[config.mk]
export PLATFORM = sky130hd
export DESIGN_NAME = cgu_ctrl
export DESIGN_NICKNAME = d
export VERILOG_FILES = /design/src/hw/cgu_pkg.sv /design/src/hw/cgu_ctrl.sv
export SDC_FILE = /design/constraint.sdc
export NUM_CORES = 1
export LEC_CHECK = 0
export BUFFER_PORTS_ARGS = -buffer_cell sky130_fd_sc_hd__buf_4
export CAP_MARGIN = 20
export CORE_MARGIN = 3
export CORE_UTILIZATION = 35
export DETAILED_ROUTE_END_ITERATION = 6
export PLACE_DENSITY_LB_ADDON = 0.05
export SETUP_SLACK_MARGIN = 0.15
export SYNTH_ARGS = -nofsm -noshare
export SYNTH_HDL_FRONTEND = slang
export SYNTH_SLANG_ARGS = --single-unit
export TNS_END_PERCENT = 10
[constraint.sdc]
create_clock -name clk_in -period 5 [get_ports clk_in]
set_clock_uncertainty 0.15 [all_clocks]
set_input_delay 1 -clock clk_in [delete_from_list [all_inputs] [get_ports clk_in]]
set_output_delay 1 -clock clk_in [all_outputs]
set_load 0.005 [all_outputs]
[src/hw/cgu_pkg.sv]
// constants and types of the pll clock generator control block
// Summary of operation
// - base clock is crystal/2 or vco/2, chosen by software select bit in user mode
// - in user mode bus clock is base clock divided by two
// - in monitor mode the monitor select pin picks the bus clock source
// - oscillator enabled when sim enable or run-in-stop bit is active
// - pll reference clock is the buffered crystal clock
// - reference clock divided by R gives divided reference clock
// - vco divided by 2^P then by N gives the feedback clock
// - phase detector drives up/down pulses from feedback versus reference phase
// - lock detector compares frequencies per divided reference window, sets mode and lock
// - vco center frequency equals L times 2^E times 38.4 kHz
// - acquisition when acquire/track bit clear, tracking otherwise
// - automatic bandwidth lets the lock detector switch filter mode
// - in auto mode acquire/track bit read-only, follows tolerance
// - in auto mode lock flag read-only, follows tolerance
// - in auto mode with irq enable, each lock toggle requests an interrupt
// - in manual mode acquire/track bit is writable and sets filter mode
// - in manual mode lock flag disabled and no interrupts raised
// - on source change wait three edges of each clock, base clock held
// - refuse vco select with pll off, pll off with vco, and both together
// - zero R or N acts as one; zero L disables pll, forces crystal in user mode
package cgu_pkg;
	localparam logic [7:0] CGU_CTRL_OFS = 8'h00;
	localparam logic [7:0] CGU_DIV_OFS = 8'h04;
	localparam logic [7:0] CGU_STAT_OFS = 8'h08;
	localparam logic [7:0] CGU_CTR_OFS = 8'h0c;
	localparam int CGU_PON_BIT = 0;
	localparam int CGU_BCS_BIT = 1;
	localparam int CGU_IE_BIT = 2;
	localparam int CGU_ACQ_BIT = 3;
	localparam int CGU_AUTO_BIT = 4;
	localparam int CGU_R_LSB = 0;
	localparam int CGU_N_LSB = 4;
	localparam int CGU_P_LSB = 16;
	localparam int CGU_E_LSB = 18;
	localparam int CGU_L_LSB = 20;
	localparam logic [31:0] CGU_CTRL_RST = 32'h0000_0010;
	localparam logic [31:0] CGU_DIV_RST = 32'h0000_0011;
	localparam int CGU_NOM_HZ = 38400;
	localparam int CGU_SW_EDGES = 3;
	localparam int CGU_LOCK_WIN = 8;
	localparam int CGU_LOCK_TOL = 1;
	typedef struct packed {
		logic auto_bw;
		logic acquire_track_bit;
		logic lock_irq_enable;
		logic base_clock_select;
		logic pll_power_on;
	} cgu_ctrl_t;
	typedef struct packed {
		logic [7:0] lin_l;
		logic [1:0] exp_e;
		logic [1:0] pre_p;
		logic [11:0] mod_n;
		logic [3:0] ref_r;
	} cgu_div_t;
	typedef enum logic [1:0] {
		CGU_SW_RUN = 2'b00,
		CGU_SW_OLD = 2'b01,
		CGU_SW_NEW = 2'b11
	} cgu_sw_t;
endpackage : cgu_pkg

[src/hw/cgu_ctrl.sv]
// pll clock generator control: dividers, phase and lock detect, source switch, ahb-lite regs
`timescale 1ns/1ns
`default_nettype none
module cgu_ctrl import cgu_pkg::*; #(
	parameter int LOCK_WIN = CGU_LOCK_WIN,
	parameter int LOCK_TOL = CGU_LOCK_TOL
) (
	input wire logic clk_in,
	input wire logic sys_rst_in,
	input wire logic hsel_in,
	input wire logic [31:0] haddr_in,
	input wire logic [1:0] htrans_in,
	input wire logic hwrite_in,
	input wire logic [2:0] hsize_in,
	input wire logic hready_in,
	input wire logic [31:0] hwdata_in,
	output logic [31:0] hrdata_out,
	output logic hreadyout_out,
	output logic hresp_out,
	input wire logic crystal_clock_in,
	input wire logic vco_clock_in,
	input wire logic monitor_mode_in,
	input wire logic monitor_clock_select_pin_in,
	input wire logic sim_oscillator_enable_in,
	input wire logic osc_run_in_stop_in,
	output logic osc_enable_out,
	output logic pll_reference_clock_out,
	output logic pll_enable_out,
	output logic pump_up_out,
	output logic pump_dn_out,
	output logic track_mode_out,
	output logic base_clock_out,
	output logic bus_clock_out,
	output logic lock_irq_out
);
	// pins from other clocks: two flops, then a third for edge detect
	logic [2:0] xs_ff, vs_ff, ms_ff;
	always_ff @(posedge clk_in or posedge sys_rst_in) begin
		if (sys_rst_in) begin
			xs_ff <= 3'h0;
			vs_ff <= 3'h0;
			ms_ff <= 3'h0;
		end else begin
			xs_ff <= {xs_ff[1:0], crystal_clock_in};
			vs_ff <= {vs_ff[1:0], vco_clock_in};
			ms_ff <= {ms_ff[1:0], monitor_clock_select_pin_in};
		end
	end
	logic x_rise, v_rise;
	assign x_rise = xs_ff[1] & ~xs_ff[2];
	assign v_rise = vs_ff[1] & ~vs_ff[2];

	cgu_ctrl_t ctrl_ff, nxt_ctrl;
	cgu_div_t div_ff, nxt_div;
	logic [3:0] rcnt_ff, nxt_rcnt;
	logic [2:0] pcnt_ff, nxt_pcnt;
	logic [11:0] ncnt_ff, nxt_ncnt;
	logic rdv_ff, nxt_rdv, vdv_ff, nxt_vdv;
	logic up_ff, nxt_up, dn_ff, nxt_dn;
	logic [7:0] wref_ff, nxt_wref, wfb_ff, nxt_wfb;
	logic tol_ff, nxt_tol, lock_ff, nxt_lock, irq_ff, nxt_irq;
	cgu_sw_t sw_ff, nxt_sw;
	logic src_ff, nxt_src, want_ff, nxt_want;
	logic [1:0] ecnt_ff, nxt_ecnt;
	logic base_ff, nxt_base, bus_ff, nxt_bus;
	logic ap_ff, nxt_ap, apw_ff, nxt_apw;
	logic [7:0] apa_ff, nxt_apa;
	logic [31:0] rd_ff, nxt_rd;
	logic osc_ff, refc_ff, pen_ff;

	logic pll_ok, want, src_rise;
	logic [3:0] r_eff;
	logic [11:0] n_eff;
	logic [2:0] p_top;
	logic [31:0] center_hz;
	logic [7:0] fb_next;
	cgu_ctrl_t wc;
	// a zero L keeps the pll off whatever software wrote
	assign pll_ok = ctrl_ff.pll_power_on & (div_ff.lin_l != 8'h00);
	assign r_eff = (div_ff.ref_r == 4'h0) ? 4'h1 : div_ff.ref_r;
	assign n_eff = (div_ff.mod_n == 12'h000) ? 12'h001 : div_ff.mod_n;
	assign p_top = 3'((4'h1 << div_ff.pre_p) - 4'h1);
	assign center_hz = 32'(div_ff.lin_l) * 32'(CGU_NOM_HZ) << div_ff.exp_e;
	assign want = monitor_mode_in ? ms_ff[1] : (ctrl_ff.base_clock_select & pll_ok);
	assign src_rise = src_ff ? v_rise : x_rise;
	assign fb_next = (wfb_ff == 8'hff) ? wfb_ff : wfb_ff + 8'h01;

	always_comb begin
		wc = cgu_ctrl_t'(hwdata_in[4:0]);
		nxt_ctrl = ctrl_ff;
		nxt_div = div_ff;
		nxt_ap = hready_in & hsel_in & htrans_in[1];
		nxt_apw = hwrite_in;
		nxt_apa = haddr_in[7:0];
		nxt_rd = rd_ff;
		if (ap_ff && apw_ff && apa_ff == CGU_CTRL_OFS) begin
			nxt_ctrl.auto_bw = wc.auto_bw;
			nxt_ctrl.lock_irq_enable = wc.lock_irq_enable;
			// only a manual-mode write reaches the filter mode bit
			if (!wc.auto_bw)
				nxt_ctrl.acquire_track_bit = wc.acquire_track_bit;
			// power and select never move together; vco needs power on and nonzero L
			if (wc.pll_power_on == ctrl_ff.pll_power_on ||
				wc.base_clock_select == ctrl_ff.base_clock_select) begin
				if (!(wc.base_clock_select && (!wc.pll_power_on || div_ff.lin_l == 8'h00)))
					nxt_ctrl.base_clock_select = wc.base_clock_select;
				if (!(ctrl_ff.base_clock_select && !wc.pll_power_on))
					nxt_ctrl.pll_power_on = wc.pll_power_on;
			end
		end
		if (ap_ff && apw_ff && apa_ff == CGU_DIV_OFS)
			nxt_div = cgu_div_t'(hwdata_in[27:0]);
		if (div_ff.lin_l == 8'h00)
			nxt_ctrl.base_clock_select = 1'b0;
		// in auto mode the detector owns the mode bit
		if (nxt_ctrl.auto_bw)
			nxt_ctrl.acquire_track_bit = tol_ff;
		if (nxt_ap) begin
			unique case (haddr_in[7:0])
				CGU_CTRL_OFS: nxt_rd = {27'h0, ctrl_ff};
				CGU_DIV_OFS: nxt_rd = {4'h0, div_ff};
				CGU_STAT_OFS: nxt_rd = {28'h0, sw_ff != CGU_SW_RUN, src_ff, tol_ff, lock_ff};
				CGU_CTR_OFS: nxt_rd = center_hz;
				default: nxt_rd = 32'h0;
			endcase
		end
	end

	always_comb begin
		nxt_rcnt = rcnt_ff;
		nxt_rdv = 1'b0;
		nxt_pcnt = pcnt_ff;
		nxt_ncnt = ncnt_ff;
		nxt_vdv = 1'b0;
		if (x_rise) begin
			// reference clock is the crystal clock, divided modulo R
			nxt_rcnt = (rcnt_ff + 4'h1 >= r_eff) ? 4'h0 : rcnt_ff + 4'h1;
			nxt_rdv = (rcnt_ff + 4'h1 >= r_eff) && pll_ok;
		end
		if (v_rise && pll_ok) begin
			nxt_pcnt = (pcnt_ff >= p_top) ? 3'h0 : pcnt_ff + 3'h1;
			if (pcnt_ff >= p_top) begin
				nxt_ncnt = (ncnt_ff + 12'h001 >= n_eff) ? 12'h000 : ncnt_ff + 12'h001;
				nxt_vdv = ncnt_ff + 12'h001 >= n_eff;
			end
		end
		// tri-state style detector: the early edge pumps until the late one arrives
		nxt_up = (up_ff | rdv_ff) & ~(dn_ff | vdv_ff) & pll_ok;
		nxt_dn = (dn_ff | vdv_ff) & ~(up_ff | rdv_ff) & pll_ok;
		if (up_ff && vdv_ff)
			nxt_up = 1'b0;
		if (dn_ff && rdv_ff)
			nxt_dn = 1'b0;
		nxt_wref = wref_ff;
		nxt_wfb = vdv_ff ? fb_next : wfb_ff;
		nxt_tol = tol_ff;
		if (!pll_ok) begin
			nxt_wref = 8'h00;
			nxt_wfb = 8'h00;
			nxt_tol = 1'b0;
		end else if (rdv_ff) begin
			nxt_wref = wref_ff + 8'h01;
			if (wref_ff + 8'h01 == 8'(LOCK_WIN)) begin
				// window closes each LOCK_WIN reference periods
				nxt_tol = (nxt_wfb <= 8'(LOCK_WIN + LOCK_TOL)) &&
					(nxt_wfb + 8'(LOCK_TOL) >= 8'(LOCK_WIN));
				nxt_wref = 8'h00;
				nxt_wfb = 8'h00;
			end
		end
		nxt_lock = ctrl_ff.auto_bw & tol_ff;
		// a toggle always wins; there is no flag to clear
		nxt_irq = ctrl_ff.auto_bw & ctrl_ff.lock_irq_enable & (nxt_lock != lock_ff);
	end

	always_comb begin
		nxt_sw = sw_ff;
		nxt_src = src_ff;
		nxt_want = want_ff;
		nxt_ecnt = ecnt_ff;
		nxt_base = base_ff;
		nxt_bus = bus_ff;
		unique case (sw_ff)
			CGU_SW_RUN: begin
				if (src_rise)
					nxt_base = ~base_ff;
				if (want != src_ff) begin
					nxt_want = want;
					nxt_sw = CGU_SW_OLD;
					nxt_ecnt = 2'h0;
				end
			end
			CGU_SW_OLD: begin
				// base clock frozen while the old source drains
				if (src_rise) begin
					nxt_ecnt = ecnt_ff + 2'h1;
					if (ecnt_ff == 2'(CGU_SW_EDGES - 1)) begin
						nxt_src = want_ff;
						nxt_ecnt = 2'h0;
						nxt_sw = CGU_SW_NEW;
					end
				end
			end
			CGU_SW_NEW: begin
				if (src_rise) begin
					nxt_ecnt = ecnt_ff + 2'h1;
					if (ecnt_ff == 2'(CGU_SW_EDGES - 1))
						nxt_sw = CGU_SW_RUN;
				end
			end
			default: nxt_sw = CGU_SW_RUN;
		endcase
		if (!base_ff && nxt_base)
			nxt_bus = ~bus_ff;
	end

	always_ff @(posedge clk_in or posedge sys_rst_in) begin
		if (sys_rst_in) begin
			ctrl_ff <= cgu_ctrl_t'(CGU_CTRL_RST[4:0]);
			div_ff <= cgu_div_t'(CGU_DIV_RST[27:0]);
			rcnt_ff <= 4'h0;
			pcnt_ff <= 3'h0;
			ncnt_ff <= 12'h000;
			rdv_ff <= 1'b0;
			vdv_ff <= 1'b0;
			up_ff <= 1'b0;
			dn_ff <= 1'b0;
			wref_ff <= 8'h00;
			wfb_ff <= 8'h00;
			tol_ff <= 1'b0;
			lock_ff <= 1'b0;
			irq_ff <= 1'b0;
			sw_ff <= CGU_SW_RUN;
			src_ff <= 1'b0;
			want_ff <= 1'b0;
			ecnt_ff <= 2'h0;
			base_ff <= 1'b0;
			bus_ff <= 1'b0;
			ap_ff <= 1'b0;
			apw_ff <= 1'b0;
			apa_ff <= 8'h00;
			rd_ff <= 32'h0;
			osc_ff <= 1'b0;
			refc_ff <= 1'b0;
			pen_ff <= 1'b0;
		end else begin
			ctrl_ff <= nxt_ctrl;
			div_ff <= nxt_div;
			rcnt_ff <= nxt_rcnt;
			pcnt_ff <= nxt_pcnt;
			ncnt_ff <= nxt_ncnt;
			rdv_ff <= nxt_rdv;
			vdv_ff <= nxt_vdv;
			up_ff <= nxt_up;
			dn_ff <= nxt_dn;
			wref_ff <= nxt_wref;
			wfb_ff <= nxt_wfb;
			tol_ff <= nxt_tol;
			lock_ff <= nxt_lock;
			irq_ff <= nxt_irq;
			sw_ff <= nxt_sw;
			src_ff <= nxt_src;
			want_ff <= nxt_want;
			ecnt_ff <= nxt_ecnt;
			base_ff <= nxt_base;
			bus_ff <= nxt_bus;
			ap_ff <= nxt_ap;
			apw_ff <= nxt_apw;
			apa_ff <= nxt_apa;
			rd_ff <= nxt_rd;
			osc_ff <= sim_oscillator_enable_in | osc_run_in_stop_in;
			refc_ff <= xs_ff[1];
			pen_ff <= pll_ok;
		end
	end

	assign hrdata_out = rd_ff;
	assign hreadyout_out = 1'b1;
	assign hresp_out = 1'b0;
	assign osc_enable_out = osc_ff;
	assign pll_reference_clock_out = refc_ff;
	assign pll_enable_out = pen_ff;
	assign pump_up_out = up_ff;
	assign pump_dn_out = dn_ff;
	assign track_mode_out = ctrl_ff.acquire_track_bit;
	assign base_clock_out = base_ff;
	assign bus_clock_out = bus_ff;
	assign lock_irq_out = irq_ff;

	held_base_a: assert property (@(posedge clk_in) disable iff (sys_rst_in)
		sw_ff != CGU_SW_RUN |=> $stable(base_ff)) else $error("base clock moved during switch");
	bus_half_a: assert property (@(posedge clk_in) disable iff (sys_rst_in)
		$rose(base_ff) |-> bus_ff != $past(bus_ff)) else $error("bus clock missed base edge");
	osc_en_a: assert property (@(posedge clk_in) disable iff (sys_rst_in)
		(sim_oscillator_enable_in | osc_run_in_stop_in) |=> osc_enable_out) else $error("osc not on");
	manual_lock_a: assert property (@(posedge clk_in) disable iff (sys_rst_in)
		!ctrl_ff.auto_bw ##1 !ctrl_ff.auto_bw |-> !lock_ff && !irq_ff) else $error("manual lock");
	auto_irq_a: assert property (@(posedge clk_in) disable iff (sys_rst_in)
		ctrl_ff.auto_bw && ctrl_ff.lock_irq_enable && tol_ff != lock_ff |=> irq_ff)
		else $error("lock toggle gave no irq");
	auto_acq_a: assert property (@(posedge clk_in) disable iff (sys_rst_in)
		ctrl_ff.auto_bw ##1 ctrl_ff.auto_bw |-> ctrl_ff.acquire_track_bit == $past(tol_ff))
		else $error("acq bit not tolerance");
	no_vco_off_a: assert property (@(posedge clk_in) disable iff (sys_rst_in)
		ctrl_ff.base_clock_select |-> ctrl_ff.pll_power_on) else $error("vco selected, pll off");
	zero_l_a: assert property (@(posedge clk_in) disable iff (sys_rst_in)
		div_ff.lin_l == 8'h00 |=> !pll_enable_out ##1 !ctrl_ff.base_clock_select)
		else $error("zero L left pll on");
	pump_excl_a: assert property (@(posedge clk_in) disable iff (sys_rst_in)
		!(pump_up_out && pump_dn_out)) else $error("both pumps on");
	switch_c: cover property (@(posedge clk_in) disable iff (sys_rst_in)
		sw_ff == CGU_SW_NEW ##1 sw_ff == CGU_SW_RUN && src_ff);
	lock_c: cover property (@(posedge clk_in) disable iff (sys_rst_in) $rose(lock_ff));
	irq_c: cover property (@(posedge clk_in) disable iff (sys_rst_in) irq_ff);
endmodule : cgu_ctrl
`default_nettype wire

**Word-level counts from Yosys, hierarchy flattened**

Index checks and enable logic that the tools add are counted.

- Flip-flop bits (word level): 136
- Input port bits: 80
- Output and inout bits: 43
- Logic and storage cells: 179

- $add $sub $neg: 8
- $mul: 1
- Magnitude comparators: 5
- Eq/ne operators: 22
- Shift-type cells: 2
- Mux-type cells: 44
- Bitwise logic cells: 23
- Reductions and logical operators: 36

Operators by type and width:

| cell | count |
|---|---|
| case mux 32 bit (4 select lines) | 1 |
| 2-to-1 mux 8 bit | 8 |
| << shifter 24 x 2 -> 32 bit | 1 |
| adder 8 x 1 -> 8 bit, second input constant | 3 |
| equality test 8 x 4 -> 1 bit, second input constant | 3 |
| logical NOT 8 bit | 3 |
| 2-to-1 mux 12 bit | 2 |
| 2-to-1 mux 2 bit | 10 |
| 2-to-1 mux 1 bit | 17 |
| equality test 8 x 3 -> 1 bit, second input constant | 2 |
| multiplier 8 x 7 -> 15 bit, second input constant | 1 |
| != test 2 bit, second input constant | 7 |
| AND 1 bit | 13 |
| adder 12 x 1 -> 12 bit, second input constant | 1 |
| greater-or-equal comparator 12 bit | 1 |
| logical NOT 12 bit | 1 |
| case mux 2 bit (3 select lines) | 2 |
| logical AND 1 bit | 11 |
| AND reduction 3 bit | 3 |
| equality test 8 bit, second input constant | 1 |
| greater-or-equal comparator 8 x 4 -> 1 bit, second input constant | 1 |
| less-or-equal comparator 8 x 4 -> 1 bit, second input constant | 1 |
| 2-to-1 mux 4 bit | 2 |
| AND reduction 2 bit | 4 |
| 25 further kinds | 42 |

**Depth between registers and ports, before layout**

- Depth after elaboration: 9
- Mapped depth: 15
- Gate-level depth less buffers: 14

**Worst setup path after synthesis**

Ideal clock, no wire load.

- Path kind: reg-to-reg
- Start point: reg div_ff[24] (netlist bit)
- End point: reg rd_ff[21] (netlist: hrdata_out[21])
- Library setup time: 75 ps
- Arrival time: 3,715 ps
- Data required time: 4,775 ps
- Path slack: 1,061 ps
- Cell stages (with the launch flop): 14
- Buffers on the path: 0
- Period minus slack after synthesis: 3,939 ps
- Path through: dfrtp_1 -> ha_1 -> ha_1 -> inv_1 -> fa_1 -> fa_1 -> inv_1 -> ha_1 -> nor3_1 -> o31ai_1 -> mux2i_1 -> or3_1 -> mux4_2 -> o21ai_2

- Word-level cells in the longest chain between the ends: 3

Ends and longest elaborated chain:

| element | RTL line | RTL |
|---|---|---|
| start: declaration | cgu_ctrl.sv:54 | `cgu_div_t div_ff, nxt_div;` |
| start signal: assignment | cgu_ctrl.sv:220 | `div_ff <= cgu_div_t'(CGU_DIV_RST[27:0]);` |
| start signal: assignment | cgu_ctrl.sv:248 | `div_ff <= nxt_div;` |
| multiplier 8 x 7 -> 15 bit | cgu_ctrl.sv:83 | `assign center_hz = 32'(div_ff.lin_l) * 32'(CGU_NOM_HZ) << div_ff.exp_e;` |
| << shifter 24 x 2 -> 32 bit | cgu_ctrl.sv:83 |  |
| case mux 32 bit (4 select lines) | cgu_ctrl.sv:119 | `unique case (haddr_in[7:0])` |
| end signal: assignment | cgu_ctrl.sv:270 | `rd_ff <= nxt_rd;` |
| end: declaration | cgu_ctrl.sv:68 | `logic [31:0] rd_ff, nxt_rd;` |

Every way passes these cells.
A chain may end at the register's enable or synchronous reset.

**Final worst setup path**

- Start point: reg div_ff[24] (netlist bit)
- End point: reg rd_ff[22] (netlist: hrdata_out[22])

The elaborated chain is that of the path after synthesis.

==> impl_results.md <==
* Post-Syn Instances at 791
* Post-synth EDFFs at 0
* Synth-to-layout area growth at 18.6%
* RSZ-0062 raised after global routing: false
* Internal at 2.17 mW
* Fin util at 43.1%
* Root buffer cell: clkbuf_16
* Hold Buf Count CTS at 0
* Grt total ovfl at 0
* Die height at 155 um
* Post-synth ARST share at 100%
* Row count at 53
* Synthesized flop and latch total at 131
* Max FO, Critical Path at 7
* Global-route wire length before repair at 32900 um
* Rel. slew slack at 31.6%
* Most Used Layer, Global Route: met2
* Sequential cell area at 3280 sq um
* Drt first pass iters at 4
* Startpoint types: flip-flop
* Top-count cell post-synth: dfrtp_1
* Final period util at 87.3%
* CP Data Required Time at 5.13 ns
* Netlist cell types at 73
* Worst setup path end: hrdata_out[22]
* Leakage at 4.42 nW
* Crit path time final at 4.37 ns
* GRT met3 Usage at 4.53%
* Layout cell share with drive strength beyond 1 at 21.0%
* Mean Syn Cell Area at 9.86 sq um
* Wire per inst at 17.3 um
* Final Hold Vio Count at 0
* Depth of the CTS H-tree at 4
* Multi-input gate area at 4190 sq um
* Logic pwr share at 25.1%
* Start point of the critical path: div_ff[24]
* DP HPWL at 15000 um
* Worst slew pin tran at 1.02 ns
* Worst r2r src: div_ff[24]
* CTS tree: yes
* Most used cell, CP: ha_1
* Buf+Inv Stages, Crit Path at 2
* Seq pwr share at 38.4%
* Top cell type's share of synthesized area at 41.1%
* Top cells by area, synth: dfrtp_1, ha_1, mux2_2
* Crit path DAT at 4.50 ns
* CTS Buf Count at 17
* Worst hold path class: reg -> reg
* PortBufs at 84
* Vias after detailed routing at 6063
* Cell taking the most area after synthesis: dfrtp_1
* WL final at 20100 um
* Levels on crit path at 14
* Post-synth top flop: dfrtp_1
* Fill cell count at 2104
* Switch Pwr at 1.03 mW
* Detail Route Antenna Nets at 0
* Outcome: finished, final reports clean
* Setup TNS at 0 ns
* Clock Latency Late Sink at 0.42 ns
* Die outline width at 155 um
* CTS resizes at 0
* Ys Warns at 0
* Met2 global-route usage at 27.4%
* Num Clock Sinks at 131
* Slew Limit Fails at 0
* Die area at 24100 sq um
* Pin count of the biggest net entering global routing at 105
* Post-Syn Area at 7800 sq um
* GRT Util Overall at 17.1%
* Final setup viols at 0
* VDD IR-drop max at 0.197 mV
* Core ar. at 21500 sq um
* Vias in the first global route at 6192
* Worst-path clk slew at 0.06 ns
* Routability congestion estimate at 0.834
* Met1 GRT Util at 23.5%
* Final #Nets at 1026
* Routed vias/inst at 5.22
* Power Density at 346 nW/um^2
* DRC Markers at 0
* Post-synth top cells: dfrtp_1, nand2_1, ha_1, nor2_1, inv_1
* Crit Path Category: reg -> reg
* Crit path max-delay family: adder cells
* Clock tree buffer depth at 2
* Fmax at 229 MHz
* Starting density of the core at 36.3%
* Maxcap violations at 0
* Initial drt markers at 342
* Path depth of the worst reg2reg path at 14
* Clock share of power at 36.5%
* Slowest-stage cell, CP: a2111oi_0
* IO Pins at 123
* Crit. End Element: flip-flop
* R2r setup slk at 0.63 ns
* Worst stage delay on the critical path at 0.54 ns
* Sw Share at 32.1%
* Sequential element share of the synthesized area at 42.1%
* Initial antenna violation count at 0
* Setup Fix Bufs, Post-CTS at 0
* Reg2reg end: hrdata_out[22]
* ANT cells at 0
* Worst-path cell chain: ha_1, ha_1, inv_1, fa_1, fa_1, inv_1, ha_1, a21oi_1, nand2_1, a2111oi_0, nor3_1, nand2b_1, o211ai_1, o211ai_1
cells in the final DEF, fill, tap and decap left out, types with 13 or more instances in the layout:
master,instances
a21oi_1,35
a22o_1,13
and3_1,16
buf_4,92
clkbuf_16,17
dfrtp_1,128
ha_1,65
inv_1,48
mux2_2,37
mux2i_1,17
nand2_1,74
nand3_1,21
nor2_1,65
nor3_1,16
o21ai_0,45
xnor2_1,15
xor2_1,22
registers in the layout, summed over array words and instances (netlist names), 2 cells and up:
signal,cells
ctrl_ff,4
ncnt_ff,12
rcnt_ff,4
wfb_ff,8
xs_ff,2
hrdata_out,28
sw_ff,2
ms_ff,2
ecnt_ff,2
div_ff,28
vs_ff,3
apa_ff,8
pcnt_ff,3
wref_ff,8
area by class of cell:
cell class,instances,area share (%)
repair buffers,92,7.47
clock buffers,19,4.90
inverters,49,2.04
well taps,275,3.72
flip-flops and latches,131,35.5
clock inverters,13,1.08
multi-input cells,583,45.3
metrics by stage:
| step | instance area (sq um) | hold slack [ns] | power, mW | std cells | setup WS (ns) |
|---|---|---|---|---|---|
| after global routing | 9250 | 0.202 | 3.40 | 1162 | 0.350 |
| after global placement | 8700 | 0.185 | 2.03 | 1130 | 0.741 |
| after CTS | 9250 | 0.199 | 3.24 | 1162 | 0.660 |
| after detailed placement | 8700 | 0.185 | 2.05 | 1130 | 0.693 |
| after floorplan | 7810 | 0.181 | 1.82 | 795 | 0.357 |
| final | 9250 | 0.197 | 3.20 | 1162 | 0.633 |
kinds of logic (layout without fill, tap and decap cells):
group                      Yosys count  in the layout  synth area share [%]
and+or+nand+nor                    246            246                  15.1
AOI/OAI and AO/OA                  167            167                  14.1
DFF                                131            131                  42.1
buffers and inverters               81            173                  4.35
adders and majority gates           72             72                  12.2
muxes                               55             55                  7.81
xor gates and xnor gates            37             37                  4.16
other                                2              6                0.0963
layer usage:
metal,vias to the layer above,part of all wire (%)
met4,0,1.0
met1,2951,48
met5,-,0
li1,2950,-
met3,15,5.4
met2,147,46
power groups by stage:
stage                     registers, mW  clock network (mW)  logic (mW)
final                              1.23                1.17       0.802
after global routing               1.24                1.25       0.908
after CTS                          1.23                1.20       0.809
after detailed placement           1.25                   0       0.803
after global placement             1.24                   0       0.789
after floorplan                    1.21                   0       0.607
how the worst min path moves through the flow:
stage / slack (ns) / to / depth (start not counted) / startpoint
2_1_floorplan: 0.18 / ms_ff[1] / 0 / ms_ff[0]
3_3_place_gp: 0.19 / ms_ff[1] / 0 / ms_ff[0]
3_5_place_dp: 0.18 / ms_ff[1] / 0 / ms_ff[0]
4_1_cts: 0.20 / ms_ff[1] / 0 / ms_ff[0]
5_1_grt: 0.20 / ms_ff[1] / 0 / ms_ff[0]
6_report: 0.20 / ms_ff[1] / 0 / ms_ff[0]
No activity file was read; power rests on OpenSTA's default activity.
